`config.mk`:
```
export PLATFORM = sky130hd
export DESIGN_NAME = digital_io_conditioning
export DESIGN_NICKNAME = d
export VERILOG_FILES = /design/src/verilog/dio_pkg.sv /design/src/verilog/dio_sampler.sv /design/src/verilog/digital_io_conditioning.sv
export SDC_FILE = /design/constraint.sdc
export NUM_CORES = 2
export LEC_CHECK = 0
export ABC_AREA = 0
export ABC_CLOCK_PERIOD_IN_PS = 26100
export BUFFER_PORTS_ARGS = -buffer_cell sky130_fd_sc_hd__buf_2
export CORE_ASPECT_RATIO = 1.2
export CORE_UTILIZATION = 65
export CTS_BUF_LIST = sky130_fd_sc_hd__clkbuf_16
export DETAILED_ROUTE_END_ITERATION = 8
export MAX_ROUTING_LAYER = met4
export PLACE_DENSITY_LB_ADDON = 0.12
export SETUP_SLACK_MARGIN = 0.4
export SYNTH_ARGS = -nofsm -noshare
export SYNTH_HDL_FRONTEND = slang
export SYNTH_SLANG_ARGS = --single-unit
```
`constraint.sdc`:
```
create_clock -name MCLK_IN -period 26.1 [get_ports MCLK_IN]
set_input_delay 2.61 -clock MCLK_IN [delete_from_list [all_inputs] [get_ports MCLK_IN]]
set_output_delay 2.61 -clock MCLK_IN [all_outputs]
set_load 0.02 [all_outputs]
```
`src/verilog/dio_pkg.sv`:
```
/*
 * Constants of the I/O conditioning block: access addresses,
 * field positions, reset values, routing codes, sampling period.
 * Assumes a 25 MHz clock.
 */
package dio_pkg;

    // ------------------------------------------------------------
    // Pin counts
    // ------------------------------------------------------------
    localparam int NUM_PINS = 6;
    localparam int NUM_FLEX = 4;
    localparam int NUM_SENSORS = 6;

    // ------------------------------------------------------------
    // Access addresses
    // ------------------------------------------------------------
    localparam logic [15:0] IDX_FLEX_CFG = 16'h3321;
    localparam logic [7:0] SUB_DIR_MASK = 8'h01;
    localparam logic [7:0] SUB_PULL_MASK = 8'h02;
    localparam logic [15:0] IDX_IN_CTRL = 16'h3240;
    localparam logic [7:0] SUB_SF_EN = 8'h01;
    localparam logic [7:0] SUB_INVERT = 8'h02;
    localparam logic [7:0] SUB_FORCE_EN = 8'h03;
    localparam logic [7:0] SUB_FORCE_VAL = 8'h04;
    localparam logic [7:0] SUB_RAW = 8'h05;
    localparam logic [7:0] SUB_ROUTE_EN = 8'h08;
    localparam logic [15:0] IDX_ROUTE_SEL = 16'h3242;
    localparam logic [7:0] SUB_ROUTE_FIRST = 8'h01;
    localparam logic [7:0] SUB_ROUTE_LAST = 8'h20;
    localparam logic [15:0] IDX_IN_IMAGE = 16'h60fd;
    localparam logic [7:0] SUB_IN_IMAGE = 8'h00;
    localparam logic [15:0] IDX_OUT_IMAGE = 16'h60fe;
    localparam logic [7:0] SUB_OUT_IMAGE = 8'h01;

    // ------------------------------------------------------------
    // Field positions
    // ------------------------------------------------------------
    localparam int LEVEL_BASE = 16;
    localparam int SF_NEG_LIMIT = 0;
    localparam int SF_POS_LIMIT = 1;
    localparam int SF_HOME = 2;
    localparam int OUT_BRAKE_BIT = 0;
    localparam int STEP_PIN = 1;
    localparam int DIR_PIN = 2;

    // ------------------------------------------------------------
    // Reset values
    // ------------------------------------------------------------
    localparam logic [3:0] DIR_MASK_RST = 4'h0;
    localparam logic [3:0] PULL_MASK_RST = 4'h0;
    localparam logic [31:0] CTRL_WORD_RST = 32'h0;
    localparam logic [31:0] OUT_IMAGE_RST = 32'h0;
    localparam logic [7:0] ROUTE_SEL_RST = 8'h00;

    // ------------------------------------------------------------
    // Routing source codes
    // ------------------------------------------------------------
    localparam logic [6:0] SRC_ZERO = 7'h00;
    localparam logic [6:0] SRC_PHYS_FIRST = 7'h01;
    localparam logic [6:0] SRC_PHYS_LAST = 7'h10;
    localparam logic [6:0] SRC_SENS_FIRST = 7'h41;
    localparam logic [6:0] SRC_SENS_LAST = 7'h46;
    localparam int SRC_INVERT_BIT = 7;

    // ------------------------------------------------------------
    // Timing
    // ------------------------------------------------------------
    localparam int CLK_PERIOD_NS = 40;
    localparam int SAMPLE_PERIOD_NS = 1000000;
    localparam int SAMPLE_CYCLES = SAMPLE_PERIOD_NS / CLK_PERIOD_NS;
    localparam int SAMPLE_CNT_W = 16;

endpackage

```
`src/verilog/dio_sampler.sv`:
```
/*
 * Two-flop synchroniser and millisecond sampler.
 * Assumes asynchronous inputs.
 */
`timescale 1ns/10ps
module dio_sampler
    import dio_pkg::*;
#(
    parameter int WIDTH = 12,
    parameter int PERIOD = SAMPLE_CYCLES
) (
    input wire logic clk_in,
    input wire logic rst_in,
    input wire logic ce_in,
    input wire logic [WIDTH-1:0] async_in,
    output logic [WIDTH-1:0] sync_out,
    output logic [WIDTH-1:0] sample_out,
    output logic [WIDTH-1:0] filt_out
);

    logic [WIDTH-1:0] meta_r;
    logic [WIDTH-1:0] sync_r;
    logic [SAMPLE_CNT_W-1:0] cnt_r;
    logic [WIDTH-1:0] samp_r;
    logic [WIDTH-1:0] filt_r;
    wire tick = (cnt_r == SAMPLE_CNT_W'(PERIOD - 1));

    // ------------------------------------------------------------
    // Two-stage synchroniser
    // ------------------------------------------------------------
    always_ff @(posedge clk_in or posedge rst_in) begin
        if (rst_in) begin
            meta_r <= '0;
            sync_r <= '0;
        end else if (ce_in) begin
            meta_r <= async_in;
            sync_r <= meta_r;
        end
    end

    // ------------------------------------------------------------
    // Millisecond sampling
    // ------------------------------------------------------------
    // sample once per millisecond
    always_ff @(posedge clk_in or posedge rst_in) begin
        if (rst_in) begin
            cnt_r <= '0;
            samp_r <= '0;
            filt_r <= '0;
        end else if (ce_in) begin
            cnt_r <= tick ? '0 : cnt_r + 1'b1;
            if (tick) begin
                samp_r <= sync_r;
                filt_r <= (sync_r & samp_r) | (filt_r & (sync_r | samp_r));
            end
        end
    end

    assign sync_out = sync_r;
    assign sample_out = samp_r;
    assign filt_out = filt_r;

endmodule

```
`src/verilog/digital_io_conditioning.sv`:
```
/*
 * Digital I/O conditioning: six pins, four bidirectional, pulls,
 * input processing, routing and both images behind an access port.
 * Assumes asynchronous pins and sensors;
 * the pad resolves pulls.
 */
`timescale 1ns/10ps
// How it works
// - Six pins, first four bidirectional
// - Direction mask bit one makes output
// - Pull mask selects up, only for inputs
// - Image bits 0-5 carry special functions
// - Pin n level sits at bit 15+n
// - Output pins still read back as levels
// - Sample each millisecond, drop short pulses
// - Special enable gates only low bits
// - Bits 0,1,2: neg limit, pos limit, home
// - Inversion flips inputs except step/direction
// - Force enable substitutes software value
// - Force value gives the substituted level
// - Raw word shows unprocessed samples
// - Input 1 processed at 16, limit at 0
// - Input 2 steps, input 3 home/direction
// - Routing maps any source to any bit
// - Routing enable overrides normal processing
// - Selector k drives image bit k-1
// - Codes 0, 1-6, 65-70, plus 128 inverts
module digital_io_conditioning
    import dio_pkg::*;
#(
    parameter int SAMPLE_PERIOD = SAMPLE_CYCLES
) (
    input wire logic MCLK_IN,
    input wire logic RST_IN,
    input wire logic CE_IN,
    input wire logic GP_PIN_ONE_IN,
    output logic GP_PIN_ONE_OUT,
    output logic GP_PIN_ONE_OE_OUT,
    input wire logic GP_PIN_TWO_STEP_IN,
    output logic GP_PIN_TWO_STEP_OUT,
    output logic GP_PIN_TWO_STEP_OE_OUT,
    input wire logic GP_PIN_THREE_DIR_IN,
    output logic GP_PIN_THREE_DIR_OUT,
    output logic GP_PIN_THREE_DIR_OE_OUT,
    input wire logic GP_PIN_FOUR_IN,
    output logic GP_PIN_FOUR_OUT,
    output logic GP_PIN_FOUR_OE_OUT,
    input wire logic GP_PIN_FIVE_IN,
    input wire logic GP_PIN_SIX_IN,
    input wire logic [NUM_SENSORS-1:0] SENSOR_IN,
    output logic [NUM_FLEX-1:0] PULL_UP_OUT,
    output logic [NUM_FLEX-1:0] PULL_DOWN_OUT,
    input wire logic OD_RD_IN,
    input wire logic OD_WR_IN,
    input wire logic [15:0] OD_INDEX_IN,
    input wire logic [7:0] OD_SUB_IN,
    input wire logic [31:0] OD_WDATA_IN,
    output logic [31:0] OD_RDATA_OUT,
    output logic OD_ACK_OUT,
    output logic OD_ERR_OUT,
    output logic [31:0] INPUT_IMAGE_OUT,
    output logic BRAKE_OUT,
    output logic STEP_OUT,
    output logic DIR_OUT
);

    // ------------------------------------------------------------
    // Routing source decode
    // ------------------------------------------------------------
    function automatic logic route_src(input logic [7:0] code, input logic [NUM_PINS-1:0] pins,
                                       input logic [NUM_SENSORS-1:0] sens);
        logic [6:0] base;
        logic val;
        base = code[6:0];
        val = 1'b0;
        if (base >= SRC_PHYS_FIRST && base < SRC_PHYS_FIRST + 7'(NUM_PINS)) begin
            val = pins[3'(base - SRC_PHYS_FIRST)];
        end else if (base >= SRC_SENS_FIRST && base <= SRC_SENS_LAST) begin
            val = sens[3'(base - SRC_SENS_FIRST)];
        end
        return val ^ code[SRC_INVERT_BIT];
    endfunction

    // ------------------------------------------------------------
    // Registers
    // ------------------------------------------------------------
    logic [NUM_FLEX-1:0] dir_mask_r;
    logic [NUM_FLEX-1:0] pull_mask_r;
    logic [31:0] sf_en_r;
    logic [31:0] invert_r;
    logic [31:0] force_en_r;
    logic [31:0] force_val_r;
    logic route_en_r;
    logic [7:0] route_sel_r [0:31];
    logic [31:0] out_image_r;
    logic [31:0] in_image_r;
    logic [31:0] rdata_r;
    logic ack_r;
    logic err_r;
    logic [NUM_FLEX-1:0] pin_out_r;
    logic [NUM_FLEX-1:0] pin_oe_r;
    logic [NUM_FLEX-1:0] pull_up_r;
    logic [NUM_FLEX-1:0] pull_dn_r;
    logic brake_r;
    logic step_r;
    logic dir_r;

    // ------------------------------------------------------------
    // Input sampling
    // ------------------------------------------------------------
    logic [NUM_PINS+NUM_SENSORS-1:0] sync_all;
    logic [NUM_PINS+NUM_SENSORS-1:0] samp_all;
    logic [NUM_PINS+NUM_SENSORS-1:0] filt_all;
    wire [NUM_PINS-1:0] pin_raw = {GP_PIN_SIX_IN, GP_PIN_FIVE_IN, GP_PIN_FOUR_IN,
                                   GP_PIN_THREE_DIR_IN, GP_PIN_TWO_STEP_IN, GP_PIN_ONE_IN};

    dio_sampler #(
        .WIDTH(NUM_PINS + NUM_SENSORS),
        .PERIOD(SAMPLE_PERIOD)
    ) u_sampler (
        .clk_in(MCLK_IN),
        .rst_in(RST_IN),
        .ce_in(CE_IN),
        .async_in({SENSOR_IN, pin_raw}),
        .sync_out(sync_all),
        .sample_out(samp_all),
        .filt_out(filt_all)
    );

    wire [NUM_PINS-1:0] pin_filt = filt_all[NUM_PINS-1:0];
    wire [NUM_SENSORS-1:0] sens_filt = filt_all[NUM_PINS+NUM_SENSORS-1:NUM_PINS];
    wire [NUM_PINS-1:0] pin_sync = sync_all[NUM_PINS-1:0];

    // ------------------------------------------------------------
    // Input processing
    // ------------------------------------------------------------
    logic [NUM_PINS-1:0] proc_lvl;
    logic [NUM_PINS-1:0] special;
    logic [31:0] routed;
    genvar gi;
    generate
        for (gi = 0; gi < NUM_PINS; gi++) begin : g_proc
            assign proc_lvl[gi] = force_en_r[gi] ? force_val_r[gi] : (pin_filt[gi] ^ invert_r[gi]);
            assign special[gi] = proc_lvl[gi] & sf_en_r[gi];
        end
        for (gi = 0; gi < 32; gi++) begin : g_route
            assign routed[gi] = route_src(route_sel_r[gi], pin_filt, sens_filt);
        end
    endgenerate

    // input 1 at bits 16 and 0
    wire [31:0] normal_image = {{(16-NUM_PINS){1'b0}}, proc_lvl, {(16-NUM_PINS){1'b0}}, special};
    wire [31:0] in_image_nxt = route_en_r ? routed : normal_image;

    // ------------------------------------------------------------
    // Object-dictionary decode
    // ------------------------------------------------------------
    wire hit_dir = OD_INDEX_IN == IDX_FLEX_CFG && OD_SUB_IN == SUB_DIR_MASK;
    wire hit_pull = OD_INDEX_IN == IDX_FLEX_CFG && OD_SUB_IN == SUB_PULL_MASK;
    wire is_ctrl = OD_INDEX_IN == IDX_IN_CTRL;
    wire hit_sf = is_ctrl && OD_SUB_IN == SUB_SF_EN;
    wire hit_inv = is_ctrl && OD_SUB_IN == SUB_INVERT;
    wire hit_fen = is_ctrl && OD_SUB_IN == SUB_FORCE_EN;
    wire hit_fval = is_ctrl && OD_SUB_IN == SUB_FORCE_VAL;
    wire hit_raw = is_ctrl && OD_SUB_IN == SUB_RAW;
    wire hit_ren = is_ctrl && OD_SUB_IN == SUB_ROUTE_EN;
    wire hit_sel = OD_INDEX_IN == IDX_ROUTE_SEL && OD_SUB_IN >= SUB_ROUTE_FIRST && OD_SUB_IN <= SUB_ROUTE_LAST;
    wire hit_inimg = OD_INDEX_IN == IDX_IN_IMAGE && OD_SUB_IN == SUB_IN_IMAGE;
    wire hit_outimg = OD_INDEX_IN == IDX_OUT_IMAGE && OD_SUB_IN == SUB_OUT_IMAGE;
    wire [4:0] sel_idx = 5'(OD_SUB_IN - SUB_ROUTE_FIRST);
    wire hit_any = hit_dir | hit_pull | hit_sf | hit_inv | hit_fen | hit_fval | hit_raw | hit_ren
                   | hit_sel | hit_inimg | hit_outimg;
    wire wr_ok = OD_WR_IN & hit_any & ~hit_raw & ~hit_inimg;
    wire req = OD_RD_IN | OD_WR_IN;

    wire [31:0] raw_word = {{(32-NUM_PINS){1'b0}}, samp_all[NUM_PINS-1:0]};
    wire [31:0] rdata_nxt = hit_dir ? {28'h0, dir_mask_r} :
                            hit_pull ? {28'h0, pull_mask_r} :
                            hit_sf ? sf_en_r :
                            hit_inv ? invert_r :
                            hit_fen ? force_en_r :
                            hit_fval ? force_val_r :
                            hit_raw ? raw_word :
                            hit_ren ? {31'h0, route_en_r} :
                            hit_sel ? {24'h0, route_sel_r[sel_idx]} :
                            hit_inimg ? in_image_r :
                            hit_outimg ? out_image_r : 32'h0;

    // ------------------------------------------------------------
    // Configuration registers
    // ------------------------------------------------------------
    always_ff @(posedge MCLK_IN or posedge RST_IN) begin
        if (RST_IN) begin
            dir_mask_r <= DIR_MASK_RST;
            pull_mask_r <= PULL_MASK_RST;
            sf_en_r <= CTRL_WORD_RST;
            invert_r <= CTRL_WORD_RST;
            force_en_r <= CTRL_WORD_RST;
            force_val_r <= CTRL_WORD_RST;
            route_en_r <= 1'b0;
            out_image_r <= OUT_IMAGE_RST;
        end else if (CE_IN && wr_ok) begin
            if (hit_dir) begin
                dir_mask_r <= OD_WDATA_IN[NUM_FLEX-1:0];
            end
            if (hit_pull) begin
                pull_mask_r <= OD_WDATA_IN[NUM_FLEX-1:0];
            end
            if (hit_sf) begin
                sf_en_r <= OD_WDATA_IN;
            end
            if (hit_inv) begin
                invert_r <= OD_WDATA_IN;
            end
            if (hit_fen) begin
                force_en_r <= OD_WDATA_IN;
            end
            if (hit_fval) begin
                force_val_r <= OD_WDATA_IN;
            end
            if (hit_ren) begin
                route_en_r <= OD_WDATA_IN[0];
            end
            if (hit_outimg) begin
                out_image_r <= OD_WDATA_IN;
            end
        end
    end

    always_ff @(posedge MCLK_IN or posedge RST_IN) begin
        if (RST_IN) begin
            for (int k = 0; k < 32; k++) begin
                route_sel_r[k] <= ROUTE_SEL_RST;
            end
        end else if (CE_IN && wr_ok && hit_sel) begin
            route_sel_r[sel_idx] <= OD_WDATA_IN[7:0];
        end
    end

    // ------------------------------------------------------------
    // Access answer and input image
    // ------------------------------------------------------------
    always_ff @(posedge MCLK_IN or posedge RST_IN) begin
        if (RST_IN) begin
            rdata_r <= 32'h0;
            ack_r <= 1'b0;
            err_r <= 1'b0;
            in_image_r <= 32'h0;
        end else if (CE_IN) begin
            ack_r <= req;
            err_r <= req & (~hit_any | (OD_WR_IN & (hit_raw | hit_inimg)));
            rdata_r <= OD_RD_IN ? rdata_nxt : 32'h0;
            in_image_r <= in_image_nxt;
        end
    end

    // ------------------------------------------------------------
    // Pin drivers, pulls and special outputs
    // ------------------------------------------------------------
    // only four pins drive
    wire [NUM_FLEX-1:0] pull_up_nxt = pull_mask_r & ~dir_mask_r;
    wire [NUM_FLEX-1:0] pull_dn_nxt = ~pull_mask_r & ~dir_mask_r;

    always_ff @(posedge MCLK_IN or posedge RST_IN) begin
        if (RST_IN) begin
            pin_out_r <= '0;
            pin_oe_r <= '0;
            pull_up_r <= '0;
            pull_dn_r <= '1;
            brake_r <= 1'b0;
            step_r <= 1'b0;
            dir_r <= 1'b0;
        end else if (CE_IN) begin
            pin_out_r <= out_image_r[LEVEL_BASE +: NUM_FLEX];
            pin_oe_r <= dir_mask_r;
            pull_up_r <= pull_up_nxt;
            pull_dn_r <= pull_dn_nxt;
            brake_r <= out_image_r[OUT_BRAKE_BIT];
            step_r <= pin_sync[STEP_PIN];
            dir_r <= pin_sync[DIR_PIN];
        end
    end

    assign GP_PIN_ONE_OUT = pin_out_r[0];
    assign GP_PIN_ONE_OE_OUT = pin_oe_r[0];
    assign GP_PIN_TWO_STEP_OUT = pin_out_r[1];
    assign GP_PIN_TWO_STEP_OE_OUT = pin_oe_r[1];
    assign GP_PIN_THREE_DIR_OUT = pin_out_r[2];
    assign GP_PIN_THREE_DIR_OE_OUT = pin_oe_r[2];
    assign GP_PIN_FOUR_OUT = pin_out_r[3];
    assign GP_PIN_FOUR_OE_OUT = pin_oe_r[3];
    assign PULL_UP_OUT = pull_up_r;
    assign PULL_DOWN_OUT = pull_dn_r;
    assign OD_RDATA_OUT = rdata_r;
    assign OD_ACK_OUT = ack_r;
    assign OD_ERR_OUT = err_r;
    assign INPUT_IMAGE_OUT = in_image_r;
    assign BRAKE_OUT = brake_r;
    assign STEP_OUT = step_r;
    assign DIR_OUT = dir_r;

endmodule

```
[Word-level counts from Yosys, hierarchy flattened]
Cells that the tools add are included.
Cells by class
  $add $sub $neg: 66
  multiply operators: 0
  divide/modulo/power cells: 0
  $lt $le $gt $ge: 196
  eq/ne operators: 12
  shift operators: 0
  mux-type cells: 218
  bitwise logic cells: 74
  reduce and logical (&&, ||, !) cells: 89
Operators by type and width (count)
  2-to-1 mux 32 bit: 13
  bitwise mux 256 bit: 1
  less-than comparator 3 x 4 -> 1 bit (second input constant): 64
  greater-or-equal comparator 7 x 1 -> 1 bit (second input constant): 32
  greater-or-equal comparator 7 bit (second input constant): 32
  less-or-equal comparator 7 bit (second input constant): 32
  less-than comparator 7 x 3 -> 1 bit (second input constant): 32
  binary-select mux 1 bit (select 3 bit): 64
  subtractor 3 x 1 -> 3 bit (second input constant): 64
  2-to-1 mux 1 bit: 134
  logical AND 1 bit: 79
  == test 16 x 14 -> 1 bit (second input constant): 3
  == test 16 x 15 -> 1 bit (second input constant): 3
  binary-select mux 8 bit (select 5 bit): 1
  demux 8 bit (select 5 bit): 1
  bitwise XOR 1 bit: 38
  bitwise AND 12 bit: 2
  2-to-1 mux 8 bit: 3
  OR 12 bit: 2
  AND reduction 2 bit: 9
  adder 16 x 1 -> 16 bit (second input constant): 1
  == test 8 x 2 -> 1 bit (second input constant): 2
  == test 8 x 3 -> 1 bit (second input constant): 2
  2-to-1 mux 16 bit: 1
  14 further kinds: 40
Word-level totals
  register bits after elaboration: 574
  bits in latches: 0
  bits in writable memories: 0
  memory bits (read-only): 0
  input bits: 73
  memories: 0

[Depth between registers and ports, before layout]
  word-level depth: 17
  depth in mapped cells: 13
  mapped depth without buffers: 9

[Modules after synthesis]
A second synthesis with hierarchy kept.
Second synthesis, totals
  cells, all modules: 2724
  area total of the unflattened synthesis: 33937.5 sq um
By module, submodules not included
  digital_io_conditioning: instances 1, cells each 2507, area an instance 31226.2 sq um
  dio_sampler: instances 1, cells each 217, area an instance 2711.4 sq um

[Worst setup path before layout]
OpenSTA, ideal clock, no wires.
  path type: in2reg
  start: in OD_SUB_IN[0]
  end: reg force_val_r[0]
  library setup time: 0.127 ns
  data arrival time: 5.151 ns
  setup slack: 20.821 ns
  cell stages on the path: 12
  path through: buf_2 inv_1 ha_1 buf_2 and3b_1 inv_1 nor4_4 or3_1 or4_1 buf_2 buf_6 mux2_1
On the way
  longest elaborated chain between the ends: 17
  elaborated cells between the ends (all ways): 38
  classes of those cells: 2 x order compare; 6 x eq/ne; 15 x bitwise; 15 x reduce/logical
Ends and longest elaborated chain
  start, declared: RTL line digital_io_conditioning.sv:56  | input wire logic [7:0] OD_SUB_IN,
  == test 8 x 1 -> 1 bit or == test 8 x 2 -> 1 bit (tied branches)
  logical AND 1 bit, on equally long branches: RTL line digital_io_conditioning.sv:158, digital_io_conditioning.sv:159
  OR 1 bit (7 in a row): RTL line digital_io_conditioning.sv:171  | wire hit_any = hit_dir | hit_pull | hit_sf | hit_inv | hit_fen | hit_fval | hit_raw | hit_ren
  OR 1 bit (3 in a row): RTL line digital_io_conditioning.sv:172  | | hit_sel | hit_inimg | hit_outimg;
  bitwise AND 1 bit (3 in a row): RTL line digital_io_conditioning.sv:173  | wire wr_ok = OD_WR_IN & hit_any & ~hit_raw & ~hit_inimg;
  logical AND 1 bit: RTL line digital_io_conditioning.sv:202  | end else if (CE_IN && wr_ok) begin
  AND reduction 2 bit (no line) (*)
  end signal, assigned: RTL line digital_io_conditioning.sv:199  | force_val_r <= CTRL_WORD_RST;
  end signal, assigned: RTL line digital_io_conditioning.sv:219  | force_val_r <= OD_WDATA_IN;
  end, declared: RTL line digital_io_conditioning.sv:92  | logic [31:0] force_val_r;
Every way passes the cells marked *; elsewhere a longest branch is shown, timed or not.
A chain may end at the register's enable or synchronous reset.

[Final worst setup path]
  start: in OD_SUB_IN[0]
  end: reg force_en_r[11]
On the way
  longest elaborated chain between the ends: 17
  elaborated cells between the ends (all ways): 38
  classes of those cells: 2 x order compare; 6 x eq/ne; 15 x bitwise; 15 x reduce/logical
Ends and longest elaborated chain
  == test 8 x 1 -> 1 bit or == test 8 x 2 -> 1 bit (tied branches)
  logical AND 1 bit, on equally long branches: RTL line digital_io_conditioning.sv:158, digital_io_conditioning.sv:159
  OR 1 bit (7 in a row): RTL line digital_io_conditioning.sv:171
  OR 1 bit (3 in a row): RTL line digital_io_conditioning.sv:172
  bitwise AND 1 bit (3 in a row): RTL line digital_io_conditioning.sv:173
  logical AND 1 bit: RTL line digital_io_conditioning.sv:202
  AND reduction 2 bit (no line) (*)
  end signal, assigned: RTL line digital_io_conditioning.sv:198  | force_en_r <= CTRL_WORD_RST;
  end signal, assigned: RTL line digital_io_conditioning.sv:216  | force_en_r <= OD_WDATA_IN;
  end, declared: RTL line digital_io_conditioning.sv:91  | logic [31:0] force_en_r;
Marked as above.

==> impl_metrics.csv <==
group,metric,value,unit
run_status,status,"finished clean",
clock_tree,ctsHoldBuffers,0,
clock_tree,ctsHtreeMaxLevel,2,
synth,synthFlopType,"dfrtp_1",
synth,synth_edf_count,0,
min_path,min_path_cells,1,
global_route,antenna_found_initial,2,
detailed_routing,drt_wl_total,101,mm
placement,dp_hpwl,66.3,mm
clock_tree,cts_buffers,57,
synth,yosys.area_share.adder,3.90,%
floorplan,die_y,249,µm
detailed_routing,detail-route-antenna-nets,0,
timing,relSlewSlack,10.4,%
timing,holdWs,0.477,ns
synth,synth_compound_area_share,11.5,%
global_route,grt.total_usage,40.5,%
timing,setup_viol,0,
final_layout,layout-drive-gt1-share,29.7,%
synth,syn-cell-area,0.0331,mm²
power_and_ir_drop,ir_worst_vdd,0.0583,mV
clock_tree,cts_resized,0,
global_route,grt_pass1_wl,154,mm
detailed_routing,dr.pass1.iters,6,
synth,synth_warnings,0,
final_layout,final_util,71.5,%
synth,synth-xor-area-share,2.07,%
placement,place.gp.congestion,0.954,
critical_path,end_kind,"flip-flop",
floorplan,die_w,208,µm
timing,layout_min_cycle_time,6.21,ns
critical_path,crit_fanout,32,
synth,synth.area.mux_share,26.1,%
critical_path,cp-start-kind,"input pin",
clock_tree,postCtsSetupRepairBufs,0,
detailed_routing,routedWlPerCell,28.3,µm
critical_path,cp.required,26.60,ns
synth,synth_top_family_by_area,"multiplexers",
detailed_routing,via_per_inst,7.07,
floorplan,core_region_area,0.0502,mm²
timing,tns,0,ns
global_route,grt-ovfl-total,0,
synth,ys_seq_area_share,43.5,%
synth,synth-async-reset-ratio,100,%
critical_path,rr_startpoint,"route_sel_r[80]",
detailed_routing,drc,0,
clock_tree,cts.path.max_buffers,3,
critical_path,crit_arrival,6.71,ns
floorplan,ioPinCount,158,
critical_path,worst_r2r_endpoint,"INPUT_IMAGE_OUT[21]",
min_path,worstHoldStart,"u_sampler.cnt_r[15]",
final_layout,fin_nets,3058,
floorplan,start_util,65.8,%
synth,ys_types,82,
clock_tree,cts_tree,"built",
min_path,min_to,"u_sampler.cnt_r[15]",
power_and_ir_drop,p_leak,16.5,nW
floorplan,num_rows,90,
clock_tree,clkLatencyLatePin,0.63,ns
placement,portBuffers,157,
clock_tree,root_buffer,"clkbuf_16",
detailed_routing,drt_iter0_drc,2745,
detailed_routing,vias,25273,
timing,finalHoldViolations,0,
power_and_ir_drop,powerDensity,50.5,mW/mm²
floorplan,die-area,0.0518,mm²
timing,worstMarginPinSlew,1.34,ns
critical_path,r2r_cells,9,
synth,synthCells,2836,
timing,min_period_over_period,23.8,%
timing,skew,0.0288,ns
final_layout,area_delta_synth_final,8.69,%
clock_tree,cts_sinks,574,
synth,syn_area_per_cell,11.7,µm²
timing,fmax,161,MHz
job,maxCapViolations,0,
global_route,grt_pass1_vias,25624,
critical_path,critical_path_class,"in -> reg",
global_route,grt_max_degree,177,
timing,slew_viol_final,0,
placement,dp_cells,3467,
synth,syn_nets,3012,
timing,rsz0062_at_grt,"no",
final_layout,fin_cells,3575,
power_and_ir_drop,power.total,1.81,mW
clock_tree,path_clk_slew,0.06,ns
min_path,hold_class,"reg -> reg",
synth,synth-simple-area-share,8.97,%
critical_path,rrSetupSlack,22.95,ns
synth,ys_seq_elements,574,
[layout by cell type, fill, tap and decap left out, types with 67 or more instances in the layout]
cell / n
ha_1: 102
nor3_1: 67
nand2_1: 194
mux2i_1: 90
a21oi_1: 81
dfrtp_1: 567
inv_1: 126
mux4_2: 110
o21ai_0: 133
buf_2: 156
nor2_1: 81
mux2_2: 384
[synthesized netlist by cell type (20+ instances only)]
cell | n | share of area [%]
a211oi_1 | 49 | 1.1
mux2_2 | 384 | 13
nor2_1 | 81 | 0.92
mux4_2 | 110 | 7.5
o2bb2ai_1 | 41 | 1.1
inv_1 | 119 | 1.4
clkbuf_1 | 161 | 1.8
nor2b_1 | 28 | 0.53
buf_2 | 28 | 0.42
o21ai_0 | 133 | 2.0
xor2_1 | 59 | 1.6
mux2i_1 | 90 | 2.7
o22ai_1 | 20 | 0.38
ha_1 | 103 | 3.9
and3_1 | 23 | 0.44
a221o_1 | 29 | 0.88
o211ai_1 | 45 | 1.0
or4_1 | 20 | 0.45
a31oi_1 | 20 | 0.38
nand2_1 | 194 | 2.2
dfrtp_1 | 570 | 43
a21oi_1 | 81 | 1.2
nor3_1 | 69 | 1.0
mux2_4 | 26 | 1.2
nor4_1 | 20 | 0.38
mux2_1 | 48 | 1.6
[final cells by class]
type                            count  area (µm²)
Antenna cell                        3        7.51
Clock buffer                       59        1480
Clock inverter                     46         305
Fill cell                        3574       14300
Inverter                          119         454
Multi-Input combinational cell   1934       17400
Sequential cell                   574       14400
Tap cell                          644         806
Timing Repair Buffer              196        1090
[cells by family after synthesis]
group	Yosys count
AO/OA/AOI/OAI	547
multiplexers	658
XOR/XNOR	78
AND/OR/NAND/NOR	548
adder cells (fa/ha/maj)	103
flip-flops	574
buffers and inverters	328
[per-layer routing]
layer | global-route usage, % | up-vias | wire length [µm]
li1 | - | 10642 | -
met1 | 51.3 | 12865 | 38600
met2 | 62.7 | 1400 | 48000
met3 | 6.74 | 366 | 8750
met4 | 21.5 | 0 | 5790
met5 | - | - | 0
[through the flow]
| stage | worst slack [ns] | instance area [µm²] |
|---|---|---|
| final | 19.89 | 35900 |
| after global placement | 19.41 | 34100 |
| after detailed placement | 19.31 | 34100 |
| after global routing | 19.76 | 35900 |
| after CTS | 19.95 | 35900 |
| after floorplan | 7.44 | 33100 |
[worst max-delay path: stages]
cell	delay [ns]
buf_4	0.27
inv_1	0.29
ha_1	0.69
inv_1	0.30
nor4_2	0.63
o22a_1	0.26
a211o_2	0.13
nand4_4	0.80
mux2_1	0.65
[how the worst max path moves through the flow]
stage | start | endpoint
3_5_place_dp | OD_SUB_IN[0] | force_en_r[3]
5_1_grt | OD_SUB_IN[0] | force_en_r[11]
6_report | OD_SUB_IN[0] | force_en_r[11]
2_1_floorplan | RST_IN | BRAKE_OUT
4_1_cts | OD_SUB_IN[0] | force_en_r[3]
3_3_place_gp | OD_SUB_IN[0] | force_en_r[11]
[state kept, by name, summed over array words and instances, names as in the netlist, 16 cells and up]
name / flops
force_val_r: 32
invert_r: 32
OD_RDATA_OUT: 32
INPUT_IMAGE_OUT: 32
force_en_r: 32
out_image_r: 32
u_sampler.cnt_r: 16
route_sel_r: 256
sf_en_r: 32
[where the power goes]
| part | switching (mW) | internal (mW) |
|---|---|---|
| combinational | 0.0751 | 0.0285 |
| sequential | 0.00980 | 0.901 |
| clock | 0.362 | 0.438 |
| total | 0.447 | 1.37 |
(Power assumes the default switching activity.)
